### config.mk
export PLATFORM = sky130hd
export DESIGN_NAME = atd_regs
export DESIGN_NICKNAME = d
export VERILOG_FILES = /design/src/logic/atd_pkg.sv /design/src/logic/atd_regs.sv
export SDC_FILE = /design/constraint.sdc
export NUM_CORES = 1
export LEC_CHECK = 0
export BUFFER_PORTS_ARGS = -buffer_cell sky130_fd_sc_hd__buf_2
export CAP_MARGIN = 40
export CELL_PAD_IN_SITES_DETAIL_PLACEMENT = 2
export CELL_PAD_IN_SITES_GLOBAL_PLACEMENT = 2
export CORE_ASPECT_RATIO = 1.4
export CORE_MARGIN = 2
export CORE_UTILIZATION = 35
export DETAILED_ROUTE_END_ITERATION = 10
export PLACE_DENSITY = 0.78
export SLEW_MARGIN = 25
export SYNTH_ARGS = -nofsm -noshare
export SYNTH_HDL_FRONTEND = slang
export SYNTH_SLANG_ARGS = --single-unit
### constraint.sdc
create_clock -name clk -period 4.19 [get_ports clk]
set_input_delay 0.838 -clock clk [delete_from_list [all_inputs] [get_ports clk]]
set_output_delay 0.838 -clock clk [all_outputs]
set_load 0.1 [all_outputs]
### src/logic/atd_pkg.sv
// Package for the analog trim and dither register bank: offsets, resets and carriers.
`default_nettype none
package atd_pkg;

  localparam int ATD_AW = 10;
  localparam int ATD_DW = 8;

  // Register offsets.
  localparam logic [ATD_AW-1:0] ATD_OFS_GAIN_A = 10'h07a;
  localparam logic [ATD_AW-1:0] ATD_OFS_GAIN_B = 10'h07b;
  localparam logic [ATD_AW-1:0] ATD_OFS_REF = 10'h07c;
  localparam logic [ATD_AW-1:0] ATD_OFS_TERM_A = 10'h07e;
  localparam logic [ATD_AW-1:0] ATD_OFS_TERM_B = 10'h07f;
  localparam logic [ATD_AW-1:0] ATD_OFS_DITHER = 10'h09d;

  // Field layout.
  localparam int ATD_REF_MSB = 3;
  localparam int ATD_DITH_EN_BIT = 0;
  localparam int ATD_DITH_AMP_BIT = 1;
  localparam int ATD_DITH_ERR_BIT = 2;
  localparam logic [7:0] ATD_REF_MASK = 8'h0f;
  localparam logic [7:0] ATD_DITH_MASK = 8'h07;

  // Values after reset, before the fuse load overwrites the trims.
  localparam logic [7:0] ATD_RST_TRIM = 8'h00;
  localparam logic [7:0] ATD_RST_DITHER = 8'h01;

  // Register bus request.
  typedef struct packed {
    logic [ATD_AW-1:0] addr;
    logic [ATD_DW-1:0] wdata;
    logic wr;
    logic rd;
  } atd_req_t;

  // Factory fuse image for the five trim registers.
  typedef struct packed {
    logic [7:0] gain_a;
    logic [7:0] gain_b;
    logic [3:0] ref_adj;
    logic [7:0] term_a;
    logic [7:0] term_b;
  } atd_fuse_t;

  // Settings that steer the analog front end.
  typedef struct packed {
    logic [7:0] gain_a;
    logic [7:0] gain_b;
    logic [3:0] ref_adj;
    logic [7:0] term_a;
    logic [7:0] term_b;
    logic dither_enable;
    logic dither_amplitude_select;
    logic rounding_error_placement;
  } atd_trim_t;

  typedef enum logic [2:0] {
    ATD_ST_RESET = 3'b001,
    ATD_ST_LOAD = 3'b010,
    ATD_ST_RUN = 3'b100
  } atd_state_t;

endpackage
`default_nettype wire

### src/logic/atd_regs.sv
// Analog trim and dither register bank with fuse preload after reset.
//
// The strobed register port was left to the implementer.
`timescale 1ns/1ns
`default_nettype none

////////////////////////////////////////////////////////////////////////////////
// Behaviour
// - Channel A gain adjust, fuse preloaded, RW
// - Channel B gain adjust, fuse preloaded, RW
// - Four-bit reference adjust, upper nibble reserved
// - Channel A termination adjust, fuse preloaded, RW
// - Channel B termination adjust, fuse preloaded, RW
// - Dither enable bit zero, resets set
// - Bit one selects large dither amplitude
// - Bit two selects rounding error placement
module atd_regs (
  input wire logic clk, // 10 MHz clock
  input wire logic rst_n, // Synchronous reset, active low
  input wire atd_pkg::atd_req_t req, // Address, write data and strobes
  output logic [atd_pkg::ATD_DW-1:0] rdata, // Read data, cycle after read strobe
  input wire atd_pkg::atd_fuse_t fuse, // Factory trim from fuse storage
  input wire logic fuse_valid, // Fuse storage has settled, from pins
  output atd_pkg::atd_trim_t trim, // Settings to the analog front end
  output logic load_done // Fuse preload has completed
);
  import atd_pkg::*;

  //////////////////////////////////////////////////////////////////////////////
  // Fuse handshake synchroniser; fuse storage lives outside this clock.

  logic fv_meta_reg;
  logic fv_sync_reg;

  always_ff @(posedge clk) begin
    if (!rst_n) begin
      fv_meta_reg <= 1'b0;
      fv_sync_reg <= 1'b0;
    end else begin
      fv_meta_reg <= fuse_valid;
      fv_sync_reg <= fv_meta_reg;
    end
  end

  // The fuse word crosses through two stages of its own, in step with the
  // valid level, so the word taken at load time has settled like its flag.
  // Two rows of flops are the price; no fuse bit is read while metastable.

  atd_fuse_t fuse_meta_reg;
  atd_fuse_t fuse_sync_reg;

  always_ff @(posedge clk) begin
    if (!rst_n) begin
      fuse_meta_reg <= '0;
      fuse_sync_reg <= '0;
    end else begin
      fuse_meta_reg <= fuse;
      fuse_sync_reg <= fuse_meta_reg;
    end
  end

  // Fuse fields by name, as the registers take them at load time. Only the
  // second stage is read, never the first.
  wire [7:0] fuse_gain_a = fuse_sync_reg.gain_a;
  wire [7:0] fuse_gain_b = fuse_sync_reg.gain_b;
  wire [3:0] fuse_ref = fuse_sync_reg.ref_adj;
  wire [7:0] fuse_term_a = fuse_sync_reg.term_a;
  wire [7:0] fuse_term_b = fuse_sync_reg.term_b;

  //////////////////////////////////////////////////////////////////////////////
  // Load sequencer. RESET lasts one cycle so that the synchroniser has
  // cleared before LOAD looks at it. Only a reset brings the sequencer
  // back, so the fuse word is taken once per reset; a valid level that
  // drops later changes nothing.

  atd_state_t state_reg;
  atd_state_t state_next;

  always_comb begin
    state_next = state_reg;
    case (state_reg)
      ATD_ST_RESET: begin
        state_next = ATD_ST_LOAD;
      end
      ATD_ST_LOAD: begin
        if (fv_sync_reg) begin
          state_next = ATD_ST_RUN;
        end
      end
      ATD_ST_RUN: begin
        state_next = ATD_ST_RUN;
      end
      default: begin
        state_next = ATD_ST_RESET;
      end
    endcase
  end

  always_ff @(posedge clk) begin
    if (!rst_n) begin
      state_reg <= ATD_ST_RESET;
    end else begin
      state_reg <= state_next;
    end
  end

  wire fuse_take = (state_reg == ATD_ST_LOAD) && fv_sync_reg;
  wire running = (state_reg == ATD_ST_RUN);

  //////////////////////////////////////////////////////////////////////////////
  // Address decode. Writes before the preload ends are dropped, so the fuse
  // value never loses to an early write it would then silently overwrite.

  wire wr_ok = req.wr && running;
  // A full ten-bit compare keeps aliases above the map unmapped.
  wire hit_gain_a = (req.addr == ATD_OFS_GAIN_A);
  wire hit_gain_b = (req.addr == ATD_OFS_GAIN_B);
  wire hit_ref = (req.addr == ATD_OFS_REF);
  wire hit_term_a = (req.addr == ATD_OFS_TERM_A);
  wire hit_term_b = (req.addr == ATD_OFS_TERM_B);
  wire hit_dither = (req.addr == ATD_OFS_DITHER);

  // One write enable per register. A write before the preload ends is
  // dropped rather than held, since holding it would need a buffer.
  wire we_gain_a = wr_ok && hit_gain_a;
  wire we_gain_b = wr_ok && hit_gain_b;
  wire we_ref = wr_ok && hit_ref;
  wire we_term_a = wr_ok && hit_term_a;
  wire we_term_b = wr_ok && hit_term_b;
  wire we_dither = wr_ok && hit_dither;

  // Field slices of the write word for the registers narrower than a byte.
  wire [3:0] wdata_ref = req.wdata[ATD_REF_MSB:0];
  wire [2:0] wdata_dither = req.wdata[ATD_DITH_ERR_BIT:0];

  //////////////////////////////////////////////////////////////////////////////
  // Register storage.

  logic [7:0] gain_a_reg;
  logic [7:0] gain_b_reg;
  logic [3:0] ref_reg;
  logic [7:0] term_a_reg;
  logic [7:0] term_b_reg;
  logic [2:0] dither_reg;

  // A fuse load and a software write never meet in one cycle: writes are
  // gated off until the sequencer runs, and the load happens just before.

  wire [7:0] gain_a_next =
    fuse_take ? fuse_gain_a :
    we_gain_a ? req.wdata :
    gain_a_reg;

  always_ff @(posedge clk) begin
    if (!rst_n) begin
      gain_a_reg <= ATD_RST_TRIM;
    end else begin
      gain_a_reg <= gain_a_next;
    end
  end

  wire [7:0] gain_b_next =
    fuse_take ? fuse_gain_b :
    we_gain_b ? req.wdata :
    gain_b_reg;

  always_ff @(posedge clk) begin
    if (!rst_n) begin
      gain_b_reg <= ATD_RST_TRIM;
    end else begin
      gain_b_reg <= gain_b_next;
    end
  end

  wire [3:0] ref_next =
    fuse_take ? fuse_ref :
    we_ref ? wdata_ref :
    ref_reg;

  always_ff @(posedge clk) begin
    if (!rst_n) begin
      ref_reg <= ATD_RST_TRIM[ATD_REF_MSB:0];
    end else begin
      ref_reg <= ref_next;
    end
  end

  wire [7:0] term_a_next =
    fuse_take ? fuse_term_a :
    we_term_a ? req.wdata :
    term_a_reg;

  always_ff @(posedge clk) begin
    if (!rst_n) begin
      term_a_reg <= ATD_RST_TRIM;
    end else begin
      term_a_reg <= term_a_next;
    end
  end

  wire [7:0] term_b_next =
    fuse_take ? fuse_term_b :
    we_term_b ? req.wdata :
    term_b_reg;

  always_ff @(posedge clk) begin
    if (!rst_n) begin
      term_b_reg <= ATD_RST_TRIM;
    end else begin
      term_b_reg <= term_b_next;
    end
  end

  // Dither bits; reserved bits are not stored.
  // The dither word is not in the fuse image and keeps its fixed reset.
  wire [2:0] dither_next =
    we_dither ? wdata_dither :
    dither_reg;

  always_ff @(posedge clk) begin
    if (!rst_n) begin
      dither_reg <= ATD_RST_DITHER[2:0];
    end else begin
      dither_reg <= dither_next;
    end
  end

  //////////////////////////////////////////////////////////////////////////////
  // Read path. Reserved bits and unmapped addresses read as zero.

  // Reserved bits are not stored, so they read as zero; software must not
  // lean on that, as the bits carry no meaning.
  wire [7:0] ref_rd = {4'h0, ref_reg};
  wire [7:0] dither_rd = {5'h00, dither_reg};
  // The hits are exclusive, so a flat AND-OR replaces a priority chain.
  wire [7:0] sel_gain_a = hit_gain_a ? gain_a_reg : 8'h00;
  wire [7:0] sel_gain_b = hit_gain_b ? gain_b_reg : 8'h00;
  wire [7:0] sel_ref = hit_ref ? ref_rd : 8'h00;
  wire [7:0] sel_term_a = hit_term_a ? term_a_reg : 8'h00;
  wire [7:0] sel_term_b = hit_term_b ? term_b_reg : 8'h00;
  wire [7:0] sel_dither = hit_dither ? dither_rd : 8'h00;
  wire [7:0] rd_mux =
    sel_gain_a | sel_gain_b | sel_ref |
    sel_term_a | sel_term_b | sel_dither;

  // Data stands only in the cycle after the strobe, zero otherwise, so a
  // stale value never looks like a fresh answer.
  wire [7:0] rdata_next = req.rd ? rd_mux : 8'h00;

  always_ff @(posedge clk) begin
    if (!rst_n) begin
      rdata <= 8'h00;
    end else begin
      rdata <= rdata_next;
    end
  end

  //////////////////////////////////////////////////////////////////////////////
  // Front-end outputs, registered once more so every output is a flop.

  // Dither fields by position, as the front end sees them.
  wire dith_en_q = dither_reg[ATD_DITH_EN_BIT];
  wire dith_amp_q = dither_reg[ATD_DITH_AMP_BIT];
  wire dith_err_q = dither_reg[ATD_DITH_ERR_BIT];

  // The extra stage delays every setting by one cycle after a write. The
  // analog side settles far slower than that, so the lag costs nothing,
  // and the front end never sees a decode glitch.
  wire atd_trim_t trim_next = '{
    gain_a: gain_a_reg,
    gain_b: gain_b_reg,
    ref_adj: ref_reg,
    term_a: term_a_reg,
    term_b: term_b_reg,
    dither_enable: dith_en_q,
    dither_amplitude_select: dith_amp_q,
    rounding_error_placement: dith_err_q
  };

  always_ff @(posedge clk) begin
    if (!rst_n) begin
      trim <= '0;
    end else begin
      trim <= trim_next;
    end
  end

  // Preload status follows the sequencer by one cycle.
  always_ff @(posedge clk) begin
    if (!rst_n) begin
      load_done <= 1'b0;
    end else begin
      load_done <= running;
    end
  end

endmodule
`default_nettype wire
==> results of run 1 <==
-- layout by cell type, fill, tap and decap left out, types with 2 or more instances in the layout --
cell type / count
dfxtp_1: 164
and2_1: 123
buf_2: 105
nand2_1: 41
mux2i_1: 39
inv_1: 38
o21ai_0: 29
clkbuf_16: 17
o21ai_1: 9
nor2b_1: 7
mux2_2: 7
a22oi_1: 6
inv_6: 6
mux4_2: 5
o31ai_4: 3
nor2_1: 3
o22ai_1: 3
clkinv_4: 3
nand2b_1: 2
nor3b_1: 2
and4bb_2: 2
nand3_1: 2
bufinv_16: 2
clkinvlp_4: 2
buf_4: 2
-- routing by layer --
metal / global-route usage / up-vias / share of wire / wire length, µm
met5: 0 / - / 0 / 0
met4: 0.0658 / 0 / 0.020 / 284
met3: 0.0371 / 19 / 0.037 / 538
met2: 0.327 / 96 / 0.53 / 7670
met1: 0.185 / 1850 / 0.41 / 5980
li1: - / 1910 / - / -
-- cell type report --
class	count	area [µm²]
Sequential cell	164	3280
Clock buffer	18	429
Timing Repair Buffer	109	583
Clock inverter	14	165
Tap cell	196	245
Inverter	38	143
Multi-Input combinational cell	299	2090
Fill cell	1604	8730
-- per-stage QoR --
step | setup slack [ns] | utilization
3_3_place_gp | 1.75 | 0.402
2_1_floorplan | 2.14 | -
5_1_grt | 1.73 | 0.443
3_5_place_dp | 1.64 | 0.402
4_1_cts | 1.86 | 0.440
6_report | 1.87 | 0.443
-- power groups by stage --
stage / combinational (W) / sequential (W) / clock, W
detailed placement: 0.000149 / 0.00165 / 0
global route: 0.000169 / 0.00162 / 0.00168
CTS: 0.000152 / 0.00162 / 0.00160
finish: 0.000152 / 0.00162 / 0.00156
floorplan: 0.0000804 / 0.00166 / 0
global placement: 0.000142 / 0.00165 / 0
-- kinds of logic after synthesis --
logic type             after synthesis
AOI/OAI and AO/OA                   54
buffers and inverters               65
DFF                                164
muxes                               51
and+or+nand+nor                    194
-- path summary, 6_finish.rpt --
check                                       start       endpoint  slack [ns]  depth (start not counted)
worst max-delay path                 state_reg[1]  gain_b_reg[4]        1.87                          4
worst min-delay path            fuse_meta_reg[16]    fuse_ref[0]        0.43                          1
worst max register to register       state_reg[1]  gain_b_reg[4]        1.87                          4
worst min register to register  fuse_meta_reg[16]    fuse_ref[0]        0.43                          1
==> metrics.yaml, run 1 <==
power_and_ir_drop:
  p_leak_nw: 3.26
  swShare: 0.231
  combPwrFrac: 0.046
  total_power_w: 0.00333
  pwr-share-clk: 0.469
  sequentialPowerShare: 0.485
  power_per_cell_area_nw_per_um2: 480
  p_int_w: 0.00256
  switchingPower_w: 0.000770
  peakVddDrop_uv: 246
critical_path:
  crit_required_ns: 4.45
  end_kind: "register"
  worstPathMaxFanout: 12
  start_kind: "register"
  path_buf_inv: 0
  crit_family: "simple AND/OR/NAND/NOR gates"
  cp_cell_sequence: "nand4bb_1 > and2_1 > o21ai_0 > mux2i_1"
  crit_type: "reg -> reg"
  slowest_stage: "nand4bb_1"
  critPathArrivalTime_ns: 2.59
  critPathMaxStageDelay_ns: 0.69
drt:
  vias: 3875
  via_per_inst: 4.62
  drc: 0
  routed_wl_um: 14500
  post_drt_wl_per_cell_um: 17.3
  ant_nets: 0
  drt_first_iter_violations: 89
  drt_pass1_iterations: 4
synth:
  synth_compound_area_frac: 0.0625
  yosys-top-cells-count: "dfxtp_1 (164), and2_1 (123), nand2_1 (41), mux2i_1 (39), inv_1 (38)"
  yosysTopAreaCell: "dfxtp_1"
  yosysSeqAreaShare: 0.584
  synth_top_family_by_area: "simple AND/OR/NAND/NOR gates"
  muxShareOfSynthArea: 0.103
  synth.most_common_cell: "dfxtp_1"
  synthAdderAreaFrac: 0
  syn_avg_cell_area_um2: 10.7
  yosys_register_bits: 164
  netlist.area_leader.share: 0.584
  synthXorXnorAreaFrac: 0
  async_flop_share: 0
  yosys_most_used_dff: "dfxtp_1"
  synthCells: 528
  mappedNetlistNets: 587
  synth_warnings: 0
  yosys.area_share.simple: 0.206
  ys_types: 36
  synth_edf_count: 0
  ys_top_cells_by_area: "dfxtp_1 (58%), and2_1 (14%), mux2i_1 (6.9%), nand2_1 (2.7%), o21ai_0 (2.6%)"
  syn_area_um2: 5630
cts:
  cts_hold_buf: 0
  cts_tree: "built"
  cts_num_sinks: 164
  ctsLongestPathBuffers: 2
  clkTransAtPathRegs_ns: 0.07
  cts_resized: 0
  numCtsBuffers: 17
  clk_latency_ns: 0.42
  cts_max_level: 4
  cts_setup_buffers: 0
  cts_root_buffer: "clkbuf_16"
timing:
  final.period_utilization: 0.555
  max_slew.worst_pin.slew_ns: 0.812
  holdWs_ns: 0.434
  finClkSkew_ns: 0.0104
  drv_slew: 0
  finalHoldViolations: 0
  fmax_mhz: 430
  period_needed_ns: 2.32
  setup_viol: 0
  rsz0062_at_grt: "no"
  slew-limit-headroom: 0.456
  fin_setup_tns_ns: 0
final_layout:
  n_antenna_cell: 0
  stdcell_area_um2: 6940
  area_growth_pct: 23.4
  largest_reg_flops: 39
  stdcell_count: 838
  drive_above_1_share: 0.249
  fin_nets: 688
global_route:
  grt_pass1_wl_um: 22800
  antenna_found_initial: 0
  grt_max_degree: 94
  grt_util_all_layers: 0.172
  grt_pass1_vias: 4212
  grt_overflow: 0
placement:
  gp_congestion: 0.820
  dpl_cell_area_um2: 6300
  placed_cells: 804
  dpl.hpwl_um: 10200
  port_buffers: 106
floorplanning:
  initial_utilization: 0.359
  io_pins: 107
  die_y_um: 154
  floorplan.rows: 54
  core_um2: 15700
  fp.dieW_um: 111
  die-area_um2: 17100
run:
  cap_violations: 0
outcome:
  status: "finished clean"
hold_path:
  hp-class: "reg -> reg"
Power figures use the tool's default switching activity.
==> inputs of run 2 (changes only) <==
--- a/config.mk
+++ b/config.mk
@@ -11,9 +11,9 @@
 export CELL_PAD_IN_SITES_GLOBAL_PLACEMENT = 2
 export CORE_ASPECT_RATIO = 1.4
 export CORE_MARGIN = 2
-export CORE_UTILIZATION = 35
+export CORE_UTILIZATION = 31
 export DETAILED_ROUTE_END_ITERATION = 10
-export PLACE_DENSITY = 0.78
+export PLACE_DENSITY = 0.73
 export SLEW_MARGIN = 25
 export SYNTH_ARGS = -nofsm -noshare
 export SYNTH_HDL_FRONTEND = slang
==> constraint.sdc (replaced) <==
create_clock -name clk -period 1.9 [get_ports clk]
set_input_delay 0.38 -clock clk [delete_from_list [all_inputs] [get_ports clk]]
set_output_delay 0.38 -clock clk [all_outputs]
set_load 0.1 [all_outputs]
==> metrics.yaml, run 2 (same netlist as run 1, synthesis figures left out) <==
floorplanning:
  io_pins: 107  # unchanged
  die_y_um: 163  # was 154 µm
  fp.dieW_um: 118  # was 111 µm
  initial_utilization: 0.315  # was 0.359
  floorplan.rows: 58  # was 54
  core_um2: 17900  # was 15700 µm²
  die-area_um2: 19300  # was 17100 µm²
drt:
  drc: 0  # unchanged
  routed_wl_um: 14000  # was 14500 µm
  post_drt_wl_per_cell_um: 15.6  # was 17.3 µm
  drt_pass1_iterations: 4  # unchanged
  drt_first_iter_violations: 124  # was 89
  via_per_inst: 4.29  # was 4.62
  vias: 3829  # was 3875
  ant_nets: 0  # unchanged
timing:
  final.period_utilization: 0.935  # was 0.555
  period_needed_ns: 1.78  # was 2.32 ns
  fmax_mhz: 563  # was 430 MHz
  finClkSkew_ns: 0.0130  # was 0.0104 ns
  max_slew.worst_pin.slew_ns: 0.503  # was 0.812 ns
  slew-limit-headroom: 0.665  # was 0.456
  setup_viol: 0  # unchanged
  drv_slew: 0  # unchanged
  fin_setup_tns_ns: 0  # unchanged
  finalHoldViolations: 0  # unchanged
  rsz0062_at_grt: "no"  # unchanged
critical_path:
  crit_end: "term_b_reg[0]"  # was gain_b_reg[4]
  regToRegSetupSlack_ns: 0.12  # was 1.87 ns
  crit_required_ns: 2.24  # was 4.45 ns
  crit_start: "state_reg[1]"  # unchanged
  rr_worst_depth: 4  # unchanged
  end_kind: "register"  # unchanged
  worstPathMaxFanout: 8  # was 12
  r2r-end: "term_b_reg[0]"  # was gain_b_reg[4]
  r2r_start: "state_reg[1]"  # unchanged
  critPathArrivalTime_ns: 2.11  # was 2.59 ns
  start_kind: "register"  # unchanged
  crit_type: "reg -> reg"  # unchanged
final_layout:
  final_cell_mix: "dfxtp_1 (164), and2_1 (123), buf_2 (105), nand2_1 (41), mux2i_1 (39)"  # unchanged
  area_growth_pct: 26.6  # was 23.4%
  final.fill_count: 1936  # was 1604
  largest_reg_flops: 39  # unchanged
  n_antenna_cell: 0  # unchanged
  drive_above_1_share: 0.261  # was 0.249
  fin_nets: 698  # was 688
  final_common_cell: "dfxtp_1"  # unchanged
placement:
  gp_congestion: 0.834  # was 0.820
  port_buffers: 106  # unchanged
  dpl.hpwl_um: 10300  # was 10200 µm
global_route:
  grt_pass1_wl_um: 22400  # was 22800 µm
  grt_max_degree: 55  # was 94
  grt_util_all_layers: 0.151  # was 0.172
  grt_overflow: 0  # unchanged
  antenna_found_initial: 0  # unchanged
  grt_pass1_vias: 4247  # was 4212
power_and_ir_drop:
  swShare: 0.230  # was 0.231
  switchingPower_w: 0.00169  # was 0.000770 W
  pwr-share-clk: 0.468  # was 0.469
  power_per_cell_area_nw_per_um2: 1030  # was 480 nW/µm²
  total_power_w: 0.00735  # was 0.00333 W
  p_leak_nw: 3.32  # was 3.26 nW
  combPwrFrac: 0.048  # was 0.046
  sequentialPowerShare: 0.484  # was 0.485
  p_int_w: 0.00566  # was 0.00256 W
  peakVddDrop_uv: 490  # was 246 µV
cts:
  cts_num_sinks: 164  # unchanged
  clk_latency_ns: 0.42  # about the same
  cts_setup_buffers: 0  # unchanged
  clkTransAtPathRegs_ns: 0.07  # about the same
  cts_root_buffer: "clkbuf_16"  # unchanged
  numCtsBuffers: 17  # unchanged
  cts_tree: "built"  # unchanged
  ctsLongestPathBuffers: 2  # unchanged
  cts_hold_buf: 0  # unchanged
  cts_max_level: 4  # unchanged
  cts_resized: 0  # unchanged
hold_path:
  hp-class: "in -> reg"  # was reg -> reg
  hold_start: "fuse[15]"  # was fuse_meta_reg[16]
outcome:
  status: "finished clean"  # unchanged
run:
  cap_violations: 0  # unchanged
-- run 2: changes by cell type in the layout (fill, tap and decap cells not counted), moves of 2 or more --
cell,delta
buf_4,+6
clkinvlp_4,+2
buf_12,+6
clkinv_4,-2
-- run 2: layout make-up --
cell class              instances  area [µm²]  area share
inverters                      38         143      0.0200
repair buffers                119         706      0.0991
clock buffers                  18         429      0.0602
well taps                     240         300      0.0421
clock inverters                14         170      0.0239
multi-input cells             299        2090       0.294
flip-flops and latches        164        3280       0.461
-- run 2: through the flow --
step	hold WS [ns]	utilization	instance area, µm²	setup slack [ns]	cells
after floorplan	0.412	-	5630	0.304	528
after global placement	0.420	0.366	6530	0.134	860
after detailed placement	0.424	0.366	6530	0.0413	860
after CTS	0.157	0.399	7120	0.0848	892
after global routing	0.152	0.399	7120	0.0125	892
final	0.167	0.399	7120	0.124	892
-- run 2: worst max-delay path: stages, from the launching register on --
cell and delay (ns):
dfxtp_1 0.48, and4bb_2 0.34, nand2_1 0.15, o31a_1 0.46, mux2i_1 0.27
-- run 2: power by group through the flow --
| stage | clock network, W | registers (W) | logic, W |
|---|---|---|---|
| 2_1_floorplan | 0 | 0.00366 | 0.000177 |
| 3_3_place_gp | 0 | 0.00363 | 0.000339 |
| 3_5_place_dp | 0 | 0.00364 | 0.000355 |
| 4_1_cts | 0.00353 | 0.00356 | 0.000361 |
| 5_1_grt | 0.00369 | 0.00357 | 0.000388 |
| 6_report | 0.00344 | 0.00356 | 0.000350 |
-- run 2: worst min path at each step --
stage                         to  slack [ns]  cells after the start
3_3_place_gp         fv_sync_reg        0.42                      1
3_5_place_dp      fuse_gain_a[7]        0.42                      1
2_1_floorplan     fuse_gain_a[0]        0.41                      1
6_report       fuse_meta_reg[15]        0.17                      2
4_1_cts        fuse_meta_reg[15]        0.16                      2
5_1_grt        fuse_meta_reg[15]        0.15                      2
-- run 2: per-layer routing --
metal	part of all wire	global-route usage	wire [µm]	vias to the layer above
met2	0.52	0.279	7320	83
li1	-	-	-	1927
met1	0.42	0.167	5910	1806
met3	0.036	0.0325	502	13
met5	0	0	0	-
met4	0.017	0.0624	231	0
